**src/afr_consts.svh**
```systemverilog
// constants for the api frame relay and update engine
// assumes frames travel as byte streams starting at the frame-type byte
`ifndef AFR_CONSTS_SVH
`define AFR_CONSTS_SVH
// ---------------------------------------------
// frame types and codes
// ---------------------------------------------
`define AFR_T_SOCK_RX 8'hb0
`define AFR_T_RELAY_REQ 8'h2d
`define AFR_T_RELAY_OUT 8'had
`define AFR_T_TX_STATUS 8'h89
`define AFR_T_FW_REQ 8'h2b
`define AFR_T_FW_RESP 8'hab
`define AFR_ST_BAD_IF 8'h7c
`define AFR_ST_BUSY_IF 8'h7d
`define AFR_PROTO_UDP 8'h00
`define AFR_PROTO_TCP 8'h01
`define AFR_PROTO_SSL 8'h04
`define AFR_RSVD_STATUS 8'h00
`define AFR_SOCK_HDR_LEN 4'hb
`define AFR_DST_MAX 8'h02
`define AFR_FW_OK 8'h00
`define AFR_FW_CANCELLED 8'h01
`define AFR_FW_IN_PROG 8'h02
`define AFR_FW_NOT_START 8'h03
`define AFR_FW_SEQ_ERR 8'h04
`define AFR_FW_INTERNAL 8'h05
`define AFR_FW_RESOURCE 8'h06
`define AFR_FL_INIT 0
`define AFR_FL_FINAL 1
`define AFR_FL_CANCEL 2
// ---------------------------------------------
// wishbone register map
// ---------------------------------------------
`define AFR_REG_CTRL 8'h00
`define AFR_REG_STATUS 8'h04
`define AFR_REG_COUNT 8'h08
`define AFR_CTRL_RST 8'hf1
`define AFR_CTRL_EN_BIT 0
`endif

```
**src/afr_pkg.sv**
```systemverilog
// types for the api frame relay and update engine
// assumes afr_consts.svh supplies the numeric constants
package afr_pkg;
   // ---------------------------------------------
   // types
   // ---------------------------------------------
   typedef enum logic [1:0] {
      AFR_UDP = 2'h0,
      AFR_TCP = 2'h1,
      AFR_SSL = 2'h2
   } afr_proto_t;
   typedef enum logic [4:0] {
      ST_IDLE = 5'b00001,
      ST_TAKE = 5'b00010,
      ST_HDR = 5'b00100,
      ST_SKP = 5'b01000,
      ST_SKDROP = 5'b10000
   } afr_state_t;
   typedef enum logic [4:0] {
      K_TYPE = 5'b00001,
      K_RELAY = 5'b00010,
      K_FW = 5'b00100,
      K_PASS = 5'b01000,
      K_DROP = 5'b10000
   } afr_kind_t;
endpackage

```
**src/afr_top.sv**
```systemverilog
// frame engine: socket receive framing, data relay, update requests
// assumes i_in_src is stable for a whole ingress frame
`include "afr_consts.svh"
`timescale 1ns/1ps
`default_nettype none
module afr_top #(
   parameter int P_MAX_PAYLOAD = 1500,
   parameter int P_AW = 8
) (
   // clock and reset
   input wire logic i_mclk,
   input wire logic i_rst_n,
   // wishbone slave
   input wire logic i_wb_cyc,
   input wire logic i_wb_stb,
   input wire logic i_wb_we,
   input wire logic [P_AW-1:0] i_wb_adr,
   input wire logic [3:0] i_wb_sel,
   input wire logic [31:0] i_wb_dat,
   output logic o_wb_ack,
   output logic [31:0] o_wb_dat,
   // socket packet header and payload
   input wire logic i_sk_valid,
   input wire logic [31:0] i_sk_ip,
   input wire logic [15:0] i_sk_lport,
   input wire logic [15:0] i_sk_rport,
   input wire afr_pkg::afr_proto_t i_sk_kind,
   output logic o_sk_start,
   input wire logic i_sk_dvalid,
   input wire logic [7:0] i_sk_data,
   input wire logic i_sk_dlast,
   output logic o_sk_dready,
   // ingress frames from serial, ble or script
   input wire logic i_in_valid,
   input wire logic [7:0] i_in_data,
   input wire logic i_in_last,
   input wire logic [1:0] i_in_src,
   output logic o_in_ready,
   // destination readiness, bit 3 is the update store
   input wire logic [3:0] i_dst_accept,
   // egress frames, tagged with destination
   output logic o_out_valid,
   output logic [7:0] o_out_data,
   output logic o_out_last,
   output logic [1:0] o_out_dst,
   input wire logic i_out_ready
);
   import afr_pkg::*;
   localparam int CW = $clog2(P_MAX_PAYLOAD + 1);
   generate
      if (P_MAX_PAYLOAD < 1 || P_MAX_PAYLOAD > 4095) begin : g_bad
         $error("P_MAX_PAYLOAD out of range");
      end
      // register decode reads eight address bits
      if (P_AW < 8) begin : g_bad_aw
         $error("P_AW below eight");
      end
   endgenerate

   // ---------------------------------------------
   // state
   // ---------------------------------------------
   afr_state_t st_q, st_d, hdr_next_q;
   afr_kind_t kind_q;
   logic [1:0] idx_q;
   logic [7:0] hdr_q [0:10];
   logic [3:0] hdr_n_q, hdr_i_q;
   logic hdr_last_q;
   logic [1:0] route_q;
   logic [7:0] rl_id_q, fw_id_q, fw_exp_q, fw_stat_q;
   logic fw_active_q, fw_pend_q;
   logic [CW-1:0] sk_cnt_q;
   logic [7:0] ctrl_q;
   logic [15:0] cnt_err_q, cnt_sk_q;
   logic o_in_ready_q, o_sk_dready_q, o_sk_start_q;
   logic o_out_valid_q, o_out_last_q;
   logic [7:0] o_out_data_q;
   logic [1:0] o_out_dst_q;
   logic o_wb_ack_q;
   logic [31:0] o_wb_dat_q;

   // ---------------------------------------------
   // decode
   // ---------------------------------------------
   logic en, in_take, sk_take, sk_begin, is_dest, bad_if, busy_if;
   logic relay_ok, err_fire, fw_flags, respond_fire, hdr_emit, out_load;
   logic [3:0] acc;
   logic [7:0] fw_st_d, resp_st, err_code, out_d;
   logic out_last_d;

   assign en = ctrl_q[`AFR_CTRL_EN_BIT];
   assign acc = i_dst_accept & ctrl_q[7:4];
   assign in_take = (st_q == ST_TAKE) && o_in_ready_q && i_in_valid;
   assign sk_take = (st_q == ST_SKP || st_q == ST_SKDROP) &&
                    o_sk_dready_q && i_sk_dvalid;
   assign sk_begin = (st_q == ST_IDLE) && en && i_sk_valid;
   assign is_dest = in_take && kind_q == K_RELAY && idx_q == 2'h2;
   assign bad_if = i_in_data > `AFR_DST_MAX;
   assign busy_if = !bad_if && !acc[i_in_data[1:0]];
   assign relay_ok = is_dest && !bad_if && !busy_if;
   // zero id keeps the error silent
   assign err_fire = is_dest && (bad_if || busy_if) &&
                     rl_id_q != 8'h00;
   assign err_code = bad_if ? `AFR_ST_BAD_IF : `AFR_ST_BUSY_IF;
   assign fw_flags = in_take && kind_q == K_FW && idx_q == 2'h3;
   assign respond_fire = in_take && i_in_last &&
                         (kind_q == K_FW || fw_pend_q);
   assign hdr_emit = (st_q == ST_HDR) && !o_out_valid_q;

   // update status from flags byte
   always_comb begin
      fw_st_d = `AFR_FW_OK;
      if (i_in_data[`AFR_FL_CANCEL]) begin
         fw_st_d = fw_active_q ? `AFR_FW_CANCELLED : `AFR_FW_NOT_START;
      end else if (i_in_data[`AFR_FL_INIT]) begin
         if (fw_active_q)
            fw_st_d = `AFR_FW_IN_PROG;
         else if (!acc[3])
            fw_st_d = `AFR_FW_RESOURCE;
      end else if (!fw_active_q) begin
         fw_st_d = `AFR_FW_NOT_START;
      end else if (fw_id_q != fw_exp_q) begin
         fw_st_d = `AFR_FW_SEQ_ERR;
      end else if (!acc[3]) begin
         fw_st_d = `AFR_FW_RESOURCE;
      end
   end

   // short update frames end before flags and count as internal errors
   always_comb begin
      if (fw_flags)
         resp_st = fw_st_d;
      else if (kind_q == K_FW)
         resp_st = `AFR_FW_INTERNAL;
      else
         resp_st = fw_stat_q;
   end

   // ---------------------------------------------
   // sequencer
   // ---------------------------------------------
   always_comb begin
      st_d = st_q;
      case (st_q)
         ST_IDLE: begin
            if (sk_begin)
               st_d = ST_HDR;
            else if (en && i_in_valid)
               st_d = ST_TAKE;
         end
         ST_TAKE: begin
            if (in_take) begin
               if (relay_ok || err_fire || respond_fire)
                  st_d = ST_HDR;
               else if (i_in_last)
                  st_d = ST_IDLE;
            end
         end
         ST_HDR: begin
            if (hdr_emit && hdr_i_q == hdr_n_q - 4'h1)
               st_d = hdr_next_q;
         end
         ST_SKP: begin
            if (sk_take && i_sk_dlast)
               st_d = ST_IDLE;
            else if (sk_take && sk_cnt_q == CW'(P_MAX_PAYLOAD - 1))
               st_d = ST_SKDROP;
         end
         ST_SKDROP: begin
            if (sk_take && i_sk_dlast)
               st_d = ST_IDLE;
         end
         default: st_d = ST_IDLE;
      endcase
   end

   always_ff @(posedge i_mclk) begin
      if (!i_rst_n)
         st_q <= ST_IDLE;
      else
         st_q <= st_d;
   end

   // ---------------------------------------------
   // ingress frame parsing
   // ---------------------------------------------
   always_ff @(posedge i_mclk) begin
      if (!i_rst_n) begin
         kind_q <= K_TYPE;
         idx_q <= 2'h0;
         rl_id_q <= 8'h00;
         fw_id_q <= 8'h00;
         fw_pend_q <= 1'b0;
      end else if (st_q == ST_IDLE) begin
         kind_q <= K_TYPE;
         idx_q <= 2'h0;
         fw_pend_q <= 1'b0;
      end else if (in_take) begin
         if (idx_q != 2'h3)
            idx_q <= idx_q + 2'h1;
         if (i_in_last)
            fw_pend_q <= 1'b0;
         case (kind_q)
            K_TYPE: begin
               if (i_in_data == `AFR_T_RELAY_REQ)
                  kind_q <= K_RELAY;
               else if (i_in_data == `AFR_T_FW_REQ)
                  kind_q <= K_FW;
               else
                  kind_q <= K_DROP;
            end
            K_RELAY: begin
               if (idx_q == 2'h1)
                  rl_id_q <= i_in_data;
               if (idx_q == 2'h2)
                  kind_q <= relay_ok ? K_PASS : K_DROP;
            end
            K_FW: begin
               if (idx_q == 2'h1)
                  fw_id_q <= i_in_data;
               if (idx_q == 2'h3) begin
                  kind_q <= (fw_st_d == `AFR_FW_OK) ? K_PASS : K_DROP;
                  fw_pend_q <= !i_in_last;
               end
            end
            default: kind_q <= kind_q;
         endcase
      end
   end

   // update session tracking
   always_ff @(posedge i_mclk) begin
      if (!i_rst_n) begin
         fw_active_q <= 1'b0;
         fw_exp_q <= 8'h00;
         fw_stat_q <= `AFR_FW_OK;
      end else if (fw_flags) begin
         fw_stat_q <= fw_st_d;
         if (i_in_data[`AFR_FL_CANCEL]) begin
            fw_active_q <= 1'b0;
         end else if (fw_st_d == `AFR_FW_OK) begin
            fw_exp_q <= fw_id_q + 8'h01;
            fw_active_q <= !i_in_data[`AFR_FL_FINAL];
         end
      end
   end

   // ---------------------------------------------
   // header staging
   // ---------------------------------------------
   always_ff @(posedge i_mclk) begin
      if (!i_rst_n) begin
         for (int k = 0; k < 11; k++)
            hdr_q[k] <= 8'h00;
         hdr_n_q <= 4'h0;
         hdr_i_q <= 4'h0;
         hdr_last_q <= 1'b0;
         hdr_next_q <= ST_IDLE;
         route_q <= 2'h0;
      end else if (sk_begin) begin
         hdr_q[0] <= `AFR_T_SOCK_RX;
         hdr_q[1] <= i_sk_ip[31:24];
         hdr_q[2] <= i_sk_ip[23:16];
         hdr_q[3] <= i_sk_ip[15:8];
         hdr_q[4] <= i_sk_ip[7:0];
         hdr_q[5] <= i_sk_lport[15:8];
         hdr_q[6] <= i_sk_lport[7:0];
         hdr_q[7] <= i_sk_rport[15:8];
         hdr_q[8] <= i_sk_rport[7:0];
         case (i_sk_kind)
            AFR_TCP: hdr_q[9] <= `AFR_PROTO_TCP;
            AFR_SSL: hdr_q[9] <= `AFR_PROTO_SSL;
            default: hdr_q[9] <= `AFR_PROTO_UDP;
         endcase
         hdr_q[10] <= `AFR_RSVD_STATUS;
         hdr_n_q <= `AFR_SOCK_HDR_LEN;
         hdr_i_q <= 4'h0;
         hdr_last_q <= 1'b0;
         hdr_next_q <= ST_SKP;
         route_q <= 2'h0;
      end else if (err_fire) begin
         hdr_q[0] <= `AFR_T_TX_STATUS;
         hdr_q[1] <= rl_id_q;
         hdr_q[2] <= err_code;
         hdr_n_q <= 4'h3;
         hdr_i_q <= 4'h0;
         hdr_last_q <= 1'b1;
         hdr_next_q <= i_in_last ? ST_IDLE : ST_TAKE;
         route_q <= i_in_src;
      end else if (relay_ok) begin
         hdr_q[0] <= `AFR_T_RELAY_OUT;
         hdr_q[1] <= {6'h00, i_in_src};
         hdr_n_q <= 4'h2;
         hdr_i_q <= 4'h0;
         hdr_last_q <= i_in_last;
         hdr_next_q <= i_in_last ? ST_IDLE : ST_TAKE;
         route_q <= i_in_data[1:0];
      end else if (respond_fire) begin
         hdr_q[0] <= `AFR_T_FW_RESP;
         hdr_q[1] <= fw_id_q;
         hdr_q[2] <= resp_st;
         hdr_n_q <= 4'h3;
         hdr_i_q <= 4'h0;
         hdr_last_q <= 1'b1;
         hdr_next_q <= ST_IDLE;
         route_q <= i_in_src;
      end else if (fw_flags && fw_st_d == `AFR_FW_OK) begin
         route_q <= 2'h3;
      end else if (hdr_emit) begin
         hdr_i_q <= hdr_i_q + 4'h1;
      end
   end

   // ---------------------------------------------
   // egress register and handshakes
   // ---------------------------------------------
   assign out_load = hdr_emit || (in_take && kind_q == K_PASS) ||
                     (sk_take && st_q == ST_SKP);

   always_comb begin
      out_d = i_in_data;
      out_last_d = i_in_last;
      if (hdr_emit) begin
         out_d = hdr_q[hdr_i_q];
         out_last_d = hdr_last_q && hdr_i_q == hdr_n_q - 4'h1;
      end else if (st_q == ST_SKP) begin
         out_d = i_sk_data;
         // the cap closes the frame early; the rest is drained unseen
         out_last_d = i_sk_dlast ||
                      sk_cnt_q == CW'(P_MAX_PAYLOAD - 1);
      end
   end

   always_ff @(posedge i_mclk) begin
      if (!i_rst_n) begin
         o_out_valid_q <= 1'b0;
         o_out_data_q <= 8'h00;
         o_out_last_q <= 1'b0;
         o_out_dst_q <= 2'h0;
      end else if (out_load) begin
         o_out_valid_q <= 1'b1;
         o_out_data_q <= out_d;
         o_out_last_q <= out_last_d;
         o_out_dst_q <= route_q;
      end else if (i_out_ready) begin
         o_out_valid_q <= 1'b0;
      end
   end

   // one byte in flight keeps ready a plain flop, at one byte per three cycles when forwarding, per two when dropping
   always_ff @(posedge i_mclk) begin
      if (!i_rst_n) begin
         o_in_ready_q <= 1'b0;
         o_sk_dready_q <= 1'b0;
         o_sk_start_q <= 1'b0;
      end else begin
         o_in_ready_q <= st_q == ST_TAKE && !in_take && !o_out_valid_q;
         o_sk_dready_q <= ((st_q == ST_SKP && !o_out_valid_q) ||
                           st_q == ST_SKDROP) && !sk_take;
         o_sk_start_q <= sk_begin;
      end
   end

   always_ff @(posedge i_mclk) begin
      if (!i_rst_n)
         sk_cnt_q <= '0;
      else if (sk_begin)
         sk_cnt_q <= '0;
      else if (sk_take && st_q == ST_SKP)
         sk_cnt_q <= sk_cnt_q + CW'(1);
   end

   // ---------------------------------------------
   // wishbone registers
   // ---------------------------------------------
   always_ff @(posedge i_mclk) begin
      if (!i_rst_n) begin
         o_wb_ack_q <= 1'b0;
         o_wb_dat_q <= 32'h0;
      end else begin
         o_wb_ack_q <= i_wb_cyc && i_wb_stb && !o_wb_ack_q;
         if (i_wb_cyc && i_wb_stb && !o_wb_ack_q) begin
            case (i_wb_adr[7:0])
               `AFR_REG_CTRL: o_wb_dat_q <= {24'h0, ctrl_q};
               `AFR_REG_STATUS: o_wb_dat_q <= {14'h0, st_q != ST_IDLE,
                                   fw_active_q, fw_stat_q, fw_exp_q};
               `AFR_REG_COUNT: o_wb_dat_q <= {cnt_sk_q, cnt_err_q};
               default: o_wb_dat_q <= 32'h0;
            endcase
         end
      end
   end

   always_ff @(posedge i_mclk) begin
      if (!i_rst_n)
         ctrl_q <= `AFR_CTRL_RST;
      else if (i_wb_cyc && i_wb_stb && i_wb_we && o_wb_ack_q &&
               i_wb_sel[0] && i_wb_adr[7:0] == `AFR_REG_CTRL)
         ctrl_q <= i_wb_dat[7:0];
   end

   always_ff @(posedge i_mclk) begin
      if (!i_rst_n) begin
         cnt_err_q <= 16'h0;
         cnt_sk_q <= 16'h0;
      end else begin
         if (is_dest && (bad_if || busy_if))
            cnt_err_q <= cnt_err_q + 16'h1;
         if (sk_begin)
            cnt_sk_q <= cnt_sk_q + 16'h1;
      end
   end

   assign o_wb_ack = o_wb_ack_q;
   assign o_wb_dat = o_wb_dat_q;
   assign o_sk_start = o_sk_start_q;
   assign o_sk_dready = o_sk_dready_q;
   assign o_in_ready = o_in_ready_q;
   assign o_out_valid = o_out_valid_q;
   assign o_out_data = o_out_data_q;
   assign o_out_last = o_out_last_q;
   assign o_out_dst = o_out_dst_q;
endmodule
`default_nettype wire

```
**config.mk**
```make
export PLATFORM = sky130hd
export DESIGN_NAME = afr_top
export DESIGN_NICKNAME = d
export VERILOG_FILES = /design/src/afr_pkg.sv /design/src/afr_top.sv
export VERILOG_INCLUDE_DIRS = /design/src
export SDC_FILE = /design/constraint.sdc
export NUM_CORES = 1
export LEC_CHECK = 0
export ABC_AREA = 0
export BUFFER_PORTS_ARGS = -buffer_cell sky130_fd_sc_hd__buf_2
export CAP_MARGIN = 20
export CORE_MARGIN = 2
export CORE_UTILIZATION = 50
export DETAILED_ROUTE_END_ITERATION = 10
export GPL_ROUTABILITY_DRIVEN = 1
export PLACE_DENSITY = 0.73
export SLEW_MARGIN = 15
export SYNTH_ARGS = -nofsm -noshare
export SYNTH_HDL_FRONTEND = slang
export SYNTH_SLANG_ARGS = --single-unit
```
**constraint.sdc**
```tcl
create_clock -name i_mclk -period 3.75 [get_ports i_mclk]
set_input_delay 0.1875 -clock i_mclk [delete_from_list [all_inputs] [get_ports i_mclk]]
set_output_delay 0.1875 -clock i_mclk [all_outputs]
set_load 0.1 [all_outputs]
```
; ---- Word level (Yosys, flattened, before mapping)
; Memory sizes are Yosys's and may differ from the RTL's. A register that Yosys moved wholly into a read port is not among the register bits.
; Index checks and enable logic that the tools add are counted.
; Widths: inputs -> output; s select.
[totals]
ramBits = 88
wordCells = 281
mem_count = 1
out_inout_bits = 48
inputBits = 143
ff_bits = 160
mem_bits_ro = 0
latchBits = 0
[mem_list]
columns = memory, words, word_bits, rd, rd_ports_with_merged_regs, write_ports, line_no
row1 = hdr_q, 11, 8, 1, 1, 11, afr_top.sv:66  ; logic [7:0] hdr_q [0:10];
[op_classes]
shift = 0
n_mux = 111
n_mul = 0
reduce_logical = 75
eq_ne = 31
add_sub_neg = 7
magnitude_cmp = 2
div = 0
n_bitwise = 26
[ops]
columns = cell, count
row1 = $mux 8, 27
row2 = $pmux 32 s3, 1
row3 = $mux 5, 18
row4 = $mux 1, 45
row5 = $logic_and 1x1->1, 36
row6 = $add 16x1->16 const B, 2
row7 = $mux 4, 7
row8 = $pmux 5 s5, 1
row9 = $or 1x1->1, 21
row10 = $eq 8x6->1 const B, 2
row11 = $logic_not 8->1, 2
row12 = $pmux 5 s3, 1
row13 = $mux 2, 6
row14 = $mux 3, 4
row15 = $reduce_and 4->1, 3
row16 = $add 11x1->11 const B, 1
row17 = $eq 11x11->1 const B, 1
row18 = $eq 5x1->1 const B, 2
row19 = $eq 5x2->1 const B, 2
row20 = $eq 5x3->1 const B, 2
row21 = $eq 5x4->1 const B, 2
row22 = $logic_not 1->1, 9
row23 = $logic_or 1x1->1, 9
row24 = $add 8x1->8 const B, 1
row25 = 29 further kinds, 47

; ---- Longest topological paths before layout
; Gate-level depths: netlist of run 1.
[logic_depth]
ltp_word = 15
depth_mapped = 10
depth_no_buf = 8

; ---- Least setup slack after synthesis of run 1
; OpenSTA, ideal clock, no wires.
[synth_path]
path_type = register to register
startpoint = reg st_q[3]
endpoint = mem hdr_q[3][0] (enable)
required_time_ns = 3.316
path_stages_with_launch = 7
path_slack_ns = 0.272
path_buffers = 2
synth_period_minus_slack_ns = 3.478
arrival_time_ns = 3.044
cell_sequence = dfxtp_1 > buf_2 > or4b_4 > nor3_4 > nor2_2 > inv_2 > buf_1
[synth_lines]
columns = element, line_no
row1 = "start, declared", afr_top.sv:63  ; afr_state_t st_q, st_d, hdr_next_q;
row2 = "start signal, assigned", afr_top.sv:181  ; st_q <= st_d;
row3 = "end, declared", afr_top.sv:66

==> results.cfg, run 1 <==
[die]
start_util_pct = 51.0
die_h_um = 151
dieWidth_um = 151
ioPinCount = 191
die_area_um2 = 22700
design.core.area_um2 = 21100
rows = 53

[global_routing]
grt_pass1_wl_mm = 44.9
antenna_found_initial = 2
overflow = 0
track_usage_pct = 25.2
grt_max_degree = 101
grt_pass1_vias = 8564

[detailed_routing]
wl_per_cell_um = 18.1
drt_iter0_drc = 743
drc = 0
antenna_left = 0
routed_wl_mm = 29.1
drt-vias-per-instance = 5.72
num_vias = 9211
drt-pass1-iter-count = 8

[hold_path]
hold_depth = 3
hold_path_class = in -> reg

[cts]
cts_buffers = 24
cts.path.max_buffers = 3
htree_levels = 1
cts_num_sinks = 228
cts_tree = done
clk_pin_slew_worst_paths_ns = 0.06
cts_root_buffer = clkbuf_16
clk_latency_ns = 0.52
cts_setup_buffers = 0

[yosys]
synthAdderAreaFrac_pct = 1.28
synth_compound_area_share_pct = 13.9
ys_seq_area_share_pct = 49.0
syn_area_per_cell_um2 = 9.70
synth_edf_count = 71
syn_area_um2 = 10800
synth-seq-cells = 228
ys.flop_type = dfxtp_1
synth_cell_type_count = 79
synth_top_family_by_area = simple AND/OR/NAND/NOR gates
ys_async_sr_fraction_pct = 0
synthMuxAreaShare_pct = 5.93
synth-xor-area-share_pct = 4.07
ys_warn_count = 0
mappedNetlistNets = 1263
syn_inst = 1109
yosys.area_share.simple_pct = 22.1

[setup_path]
start_kind = register
arrival_ns = 3.30
cp-end-kind = register
path_depth = 8
path_buf_inv = 2
critical-path-top-delay-family = simple AND/OR/NAND/NOR gates
r2r_cells = 8
rrSetupSlack_ns = 0.82
crit_fanout = 57
worstPathCellList = nor3_1, nand3_1, nor2_1, nand2_1, inv_1, buf_4, a22oi_1, a21oi_1
criticalPathCategory = reg -> reg
cp.required_ns = 4.12
cp_slowest_cell = nor3_1
max_stage_delay_ns = 0.46

[flow_run]
drv_cap = 0

[placed_design]
dpl.hpwl_mm = 19.5
placed_cell_area_um2 = 11700
dpl.cell_count = 1494
gp_congestion = 0.891
port_buffers = 163

[layout]
drive_gt1_share_pct = 19.0
syn_to_final_growth_pct = 22.7
seqCellArea_um2 = 5280
fin_area_um2 = 13200
final_util_pct = 62.6
multi_input_area_um2 = 5090
layoutNonFillerInstCount = 1609
n_fill_cell = 1682
fin_nets = 1469

[outcome]
outcome = finished clean

[timing]
clock.fmax_mhz = 342
finalClockSkew_ns = 0.0106
rsz0062_at_grt = no
setup_tns_ns = 0
setup_viol = 0
slew_violations = 0
finalCritPeriodShare_pct = 78.1
finalCriticalPeriod_ns = 2.93
tightest_slew_ns = 1.05
relSlewSlack_pct = 29.7
hold_viol = 0

[power_and_ir_drop]
power.leakage_nw = 5.11
ir_drop_v = 0.000355
cellPowerDensity_nw_per_um2 = 479
-- cells in the mapped netlist, drive strengths merged, types with 3 or more instances --
master    n  area (um^2)
a22oi    33          248
clkbuf   48          180
nor3     31          178
ha       11          138
or4       3         22.5
xnor2    28          245
nand3    34          170
o221a     3         33.8
o21ai    38          198
mux2i    30          300
edfxtp   71         2130
and3     18          113
or2       5         31.3
o22ai     6         37.5
inv      24         90.1
a21oi    56          280
nand4    15          100
dfxtp   157         3140
nand2   126          475
and2     53          332
nand3b    4         30.0
or3      16          105
and3b     3         26.3
xor2     22          193
a32oi     7         61.3
nor2    116          443
a211oi   22          170
o31a      3         26.3
nor4b     3         41.3
mux4     15          338
buf      18          123
a21o      7         52.6
nand2b   14         95.1
o211ai   16          139
nor2b     5         31.3
and4      4         35.0
nor4      7         58.8
o21a      7         52.6
nor3b     4         35.0
-- routing by layer --
| metal | global-route usage, % | up-vias | part of all wire, % |
|---|---|---|---|
| met1 | 33.8 | 4344 | 41 |
| met3 | 4.18 | 74 | 7.8 |
| met5 | 0 | - | 0 |
| met2 | 40.7 | 376 | 47 |
| li1 | - | 4417 | - |
| met4 | 10.2 | 0 | 4.0 |
-- cell families after synthesis --
group	after synthesis
AO/OA/AOI/OAI	219
XOR/XNOR	50
adder cells (fa/ha/maj)	11
buffers and inverters	90
flip-flops	228
multiplexers	45
AND/OR/NAND/NOR	466
-- report_power, final --
part	internal, mW	leakage, nW	switching [mW]
clock network	1.35	0.384	0.960
logic	0.395	2.70	0.635
registers	2.85	2.02	0.122
-- stage by stage --
| stage | worst slack, ns | total power [mW] | hold WS, ns |
|---|---|---|---|
| CTS | 0.908 | 6.32 | 0.0108 |
| global route | 0.514 | 6.56 | 0.0428 |
| detailed placement | 0.929 | 3.97 | 0.409 |
| global placement | 0.957 | 3.95 | 0.405 |
| finish | 0.822 | 6.32 | 0.0220 |
| floorplan | 0.272 | 3.67 | 0.316 |
-- worst register-to-register path: stages (launching register included) --
cell	delay, ns
dfxtp_1	0.36
nor3_1	0.46
nand3_1	0.34
nor2_1	0.45
nand2_1	0.29
inv_1	0.10
buf_4	0.40
a22oi_1	0.20
a21oi_1	0.18
-- state kept, by name, indices dropped and copies added, names as in the netlist, 2 cells and up, named ones only --
signal      cells
o_out_dst       2
st_q            5
idx_q           2
hdr_q          72
route_q         2
o_wb_dat       32
hdr_i_q         4
fw_id_q         8
sk_cnt_q       11
cnt_err_q      16
o_out_data      8
kind_q          5
ctrl_q          8
cnt_sk_q       16
fw_exp_q        8
fw_stat_q       3
rl_id_q         8
hdr_n_q         2
hdr_next_q      3
-- cell usage in the layout, fill, tap and decap left out, types with 26 or more instances in the layout --
cell type / instances
buf_2: 163
dfxtp_1: 157
nand2_1: 125
nor2_1: 113
edfxtp_1: 71
dlygate4sd3_1: 70
a21oi_1: 56
and2_1: 53
o21ai_0: 35
nand3_1: 34
a22oi_1: 33
mux2i_1: 30
nor3_1: 29
xnor2_1: 28
clkbuf_16: 26
-- final timing paths --
check                                   from                    endpoint
setup / recovery        st_q[4]$_SDFFE_PN0P_   hdr_q[2][0]$_SDFFCE_PN0P_
hold / removal                   i_sk_dvalid      o_sk_dready$_SDFF_PN0_
setup reg to reg        st_q[4]$_SDFFE_PN0P_   hdr_q[2][0]$_SDFFCE_PN0P_
hold reg to reg   o_out_data[0]$_SDFFE_PN0P_  o_out_data[0]$_SDFFE_PN0P_
-- final cells by class --
cell class	count	area share (%)
well taps	275	2.61
inverters	24	0.683
flip-flops and latches	228	40.0
clock inverters	7	0.322
diodes	3	0.0569
clock buffers	35	5.57
repair buffers	246	12.2
multi-input cells	791	38.6
-- what timing repair did --
item	4_1_cts	5_1_grt
setup endpoints to repair	0	0
hold endpoints to repair	75	0
gates resized for setup	0	0
hold buffers	70	0
No activity file was read; power rests on OpenSTA's default activity.
==> run 2, diff against run 1 <==
--- a/config.mk
+++ b/config.mk
@@ -6,14 +6,14 @@
 export SDC_FILE = /design/constraint.sdc
 export NUM_CORES = 1
 export LEC_CHECK = 0
-export ABC_AREA = 0
+export ABC_AREA = 1
 export BUFFER_PORTS_ARGS = -buffer_cell sky130_fd_sc_hd__buf_2
 export CAP_MARGIN = 20
 export CORE_MARGIN = 2
 export CORE_UTILIZATION = 50
 export DETAILED_ROUTE_END_ITERATION = 10
 export GPL_ROUTABILITY_DRIVEN = 1
-export PLACE_DENSITY = 0.73
+export PLACE_DENSITY = 0.75
 export SLEW_MARGIN = 15
 export SYNTH_ARGS = -nofsm -noshare
 export SYNTH_HDL_FRONTEND = slang
==> constraint.sdc (replaced) <==
create_clock -name i_mclk -period 2.5 [get_ports i_mclk]
set_input_delay 0.125 -clock i_mclk [delete_from_list [all_inputs] [get_ports i_mclk]]
set_output_delay 0.125 -clock i_mclk [all_outputs]
set_load 0.1 [all_outputs]
==> results.cfg, run 2 <==
[layout]
final_cell_mix = nand2_1 (284), nor2_1 (214), inv_1 (201), buf_2 (163), dfxtp_1 (156)
largest_reg_flops = 72
n_antenna_cell = 0
drive_gt1_share_pct = 15.7
regMostFlops = hdr_q
syn_to_final_growth_pct = 23.8
final_common_cell = nand2_1
fin_nets = 1879

[cts]
cts_buffers = 25
clk_pin_slew_worst_paths_ns = 0.06
cts_setup_buffers = 0
htree_levels = 1
cts_num_sinks = 228
cts_root_buffer = clkbuf_16
clk_latency_ns = 0.53
cts_tree = done
cts.path.max_buffers = 3

[yosys]
syn_inst = 1496
synth_edf_count = 71
mappedNetlistNets = 1650
ys_seq_area_share_pct = 46.6
ys.flop_type = dfxtp_1
ys_async_sr_fraction_pct = 0
synth_common_cells = nand2_1 (284), nor2_1 (215), inv_1 (201)
syn_area_um2 = 11300
netlist.area_leader.share_pct = 27.8
ys_warn_count = 0
yosysMostFrequentCell = nand2_1
synth_cell_type_count = 48
synth-seq-cells = 228
synth_top_area_cell = dfxtp_1
synth.area.top_cells = dfxtp_1 (28%), edfxtp_1 (19%), nand2_1 (9.4%)
syn_area_per_cell_um2 = 7.57

[power_and_ir_drop]
p_int_mw = 7.27
swShare_pct = 30.7
cellPowerDensity_nw_per_um2 = 749
power.leakage_nw = 6.18
clkPwrFrac_pct = 35.7
power_frac_seq_pct = 43.6
p_switching_mw = 3.22
ir_drop_v = 0.000439
pwr-share-comb_pct = 20.7

[setup_path]
cp-end-kind = register
worstPathCellList = dlygate4sd3_1, buf_2, nor2_1, nand2_1, nor2_1, nand3_2, nor2_1, inv_1, o22ai_1, dlygate4sd3_1, nor2_1
r2r-start = st_q[3]$_SDFFE_PN0P_
max_stage_delay_ns = 0.56
criticalPathCategory = in -> reg
crit_start = i_in_data[2]
cp_slowest_cell = dlygate4sd3_1
crit_fanout = 5
crit_top_cell = nor2_1
cp.required_ns = 2.93
arrival_ns = 2.73
start_kind = input pin

[timing]
rsz0062_at_grt = no
hold_ws_ns = 0.000670
finalCriticalPeriod_ns = 2.31
setup_viol = 0
finalCritPeriodShare_pct = 92.3
setup_tns_ns = 0
slew_violations = 0
finalClockSkew_ns = 0.0149
relSlewSlack_pct = 51.7
tightest_slew_ns = 0.724
clock.fmax_mhz = 433
hold_viol = 0
final.setup.worst_slack_ns = 0.193

[placed_design]
port_buffers = 163
dpl.hpwl_mm = 21.5
gp_congestion = 0.904
dp_slack_ns = 0.351

[detailed_routing]
drt_iter0_drc = 952
antenna_left = 0
drc = 0
routed_wl_mm = 31.6
drt-pass1-iter-count = 5
drt-vias-per-instance = 5.30
wl_per_cell_um = 15.6
num_vias = 10744

[global_routing]
grt_pass1_wl_mm = 50.1
track_usage_pct = 25.7
antenna_found_initial = 0
overflow = 0
grt_max_degree = 73
grt_pass1_vias = 10171

[die]
start_util_pct = 50.5
ioPinCount = 191
die_area_um2 = 23900
dieWidth_um = 154
rows = 55
die_h_um = 154
design.core.area_um2 = 22400

[outcome]
outcome = finished clean

[hold_path]
hold_path_class = in -> reg
min_from = i_sk_data[4]

[flow_run]
drv_cap = 0
## run 2: logic make-up after synthesis
| family | after synthesis | synth area share (%) |
|---|---|---|
| AND/OR/NAND/NOR | 656 | 25.9 |
| flip-flops | 228 | 46.6 |
| buffers and inverters | 265 | 9.08 |
| adder cells (fa/ha/maj) | 11 | 1.22 |
| AO/OA/AOI/OAI | 313 | 15.5 |
| XOR/XNOR | 23 | 1.78 |
## run 2: cell type report
cell class	instances	area, um^2
Clock buffer	40	785
Clock inverter	5	53.8
Fill cell	1926	8420
Multi-Input combinational cell	1003	5030
Sequential cell	228	5280
Timing Repair Buffer	257	1730
Tap cell	285	357
Inverter	210	788
## run 2: per-stage QoR
| stage | util (%) | power, mW | cells | instance area (um^2) |
|---|---|---|---|---|
| after floorplan | - | 6.06 | 1496 | 11300 |
| after global placement | 55.5 | 6.65 | 1911 | 12500 |
| after detailed placement | 55.5 | 6.70 | 1911 | 12500 |
| after CTS | 62.5 | 10.5 | 2028 | 14000 |
| after global routing | 62.5 | 10.9 | 2028 | 14000 |
| final | 62.5 | 10.5 | 2028 | 14000 |
## run 2: final timing paths
path / end / slack [ns] / cells after the start
setup / recovery: route_q[1]$_SDFFE_PP0P_ / 0.19 / 11
hold / removal: o_out_data[4]$_SDFFE_PN0P_ / 0.0007 / 5
setup reg to reg: route_q[1]$_SDFFE_PP0P_ / 0.20 / 9
hold reg to reg: cnt_sk_q[7]$_SDFFE_PN0P_ / 0.46 / 2
## run 2: critical path, delay by kind of cell
kind                   cells  cell delay [ns]
and+or+nand+nor            6             0.99
buffers and inverters      4             1.44
AOI/OAI and AO/OA          1             0.17
## run 2: power groups by stage
stage / combinational [mW] / sequential (mW) / clock, mW
after global placement: 2.02 / 4.63 / 0
after global routing: 2.38 / 4.62 / 3.94
after floorplan: 1.13 / 4.93 / 0
after CTS: 2.15 / 4.58 / 3.80
after detailed placement: 2.06 / 4.64 / 0
final: 2.17 / 4.58 / 3.75
## run 2: timing repair
action | CTS | global route
endpoints found under the setup margin | 0 | 1
hold buffers | 72 | 0
resized for setup | 0 | 1
endpoints found under the hold margin | 71 | 0
## run 2: routing by layer
layer / share of wire (%) / vias up / routed length, um / GRT usage (%)
li1: - / 5361 / - / -
met4: 2.6 / 0 / 810 / 7.14
met5: 0 / - / 0 / 0
met3: 7.1 / 60 / 2250 / 3.59
met1: 43 / 4923 / 13700 / 34.6
met2: 47 / 400 / 14800 / 43.7
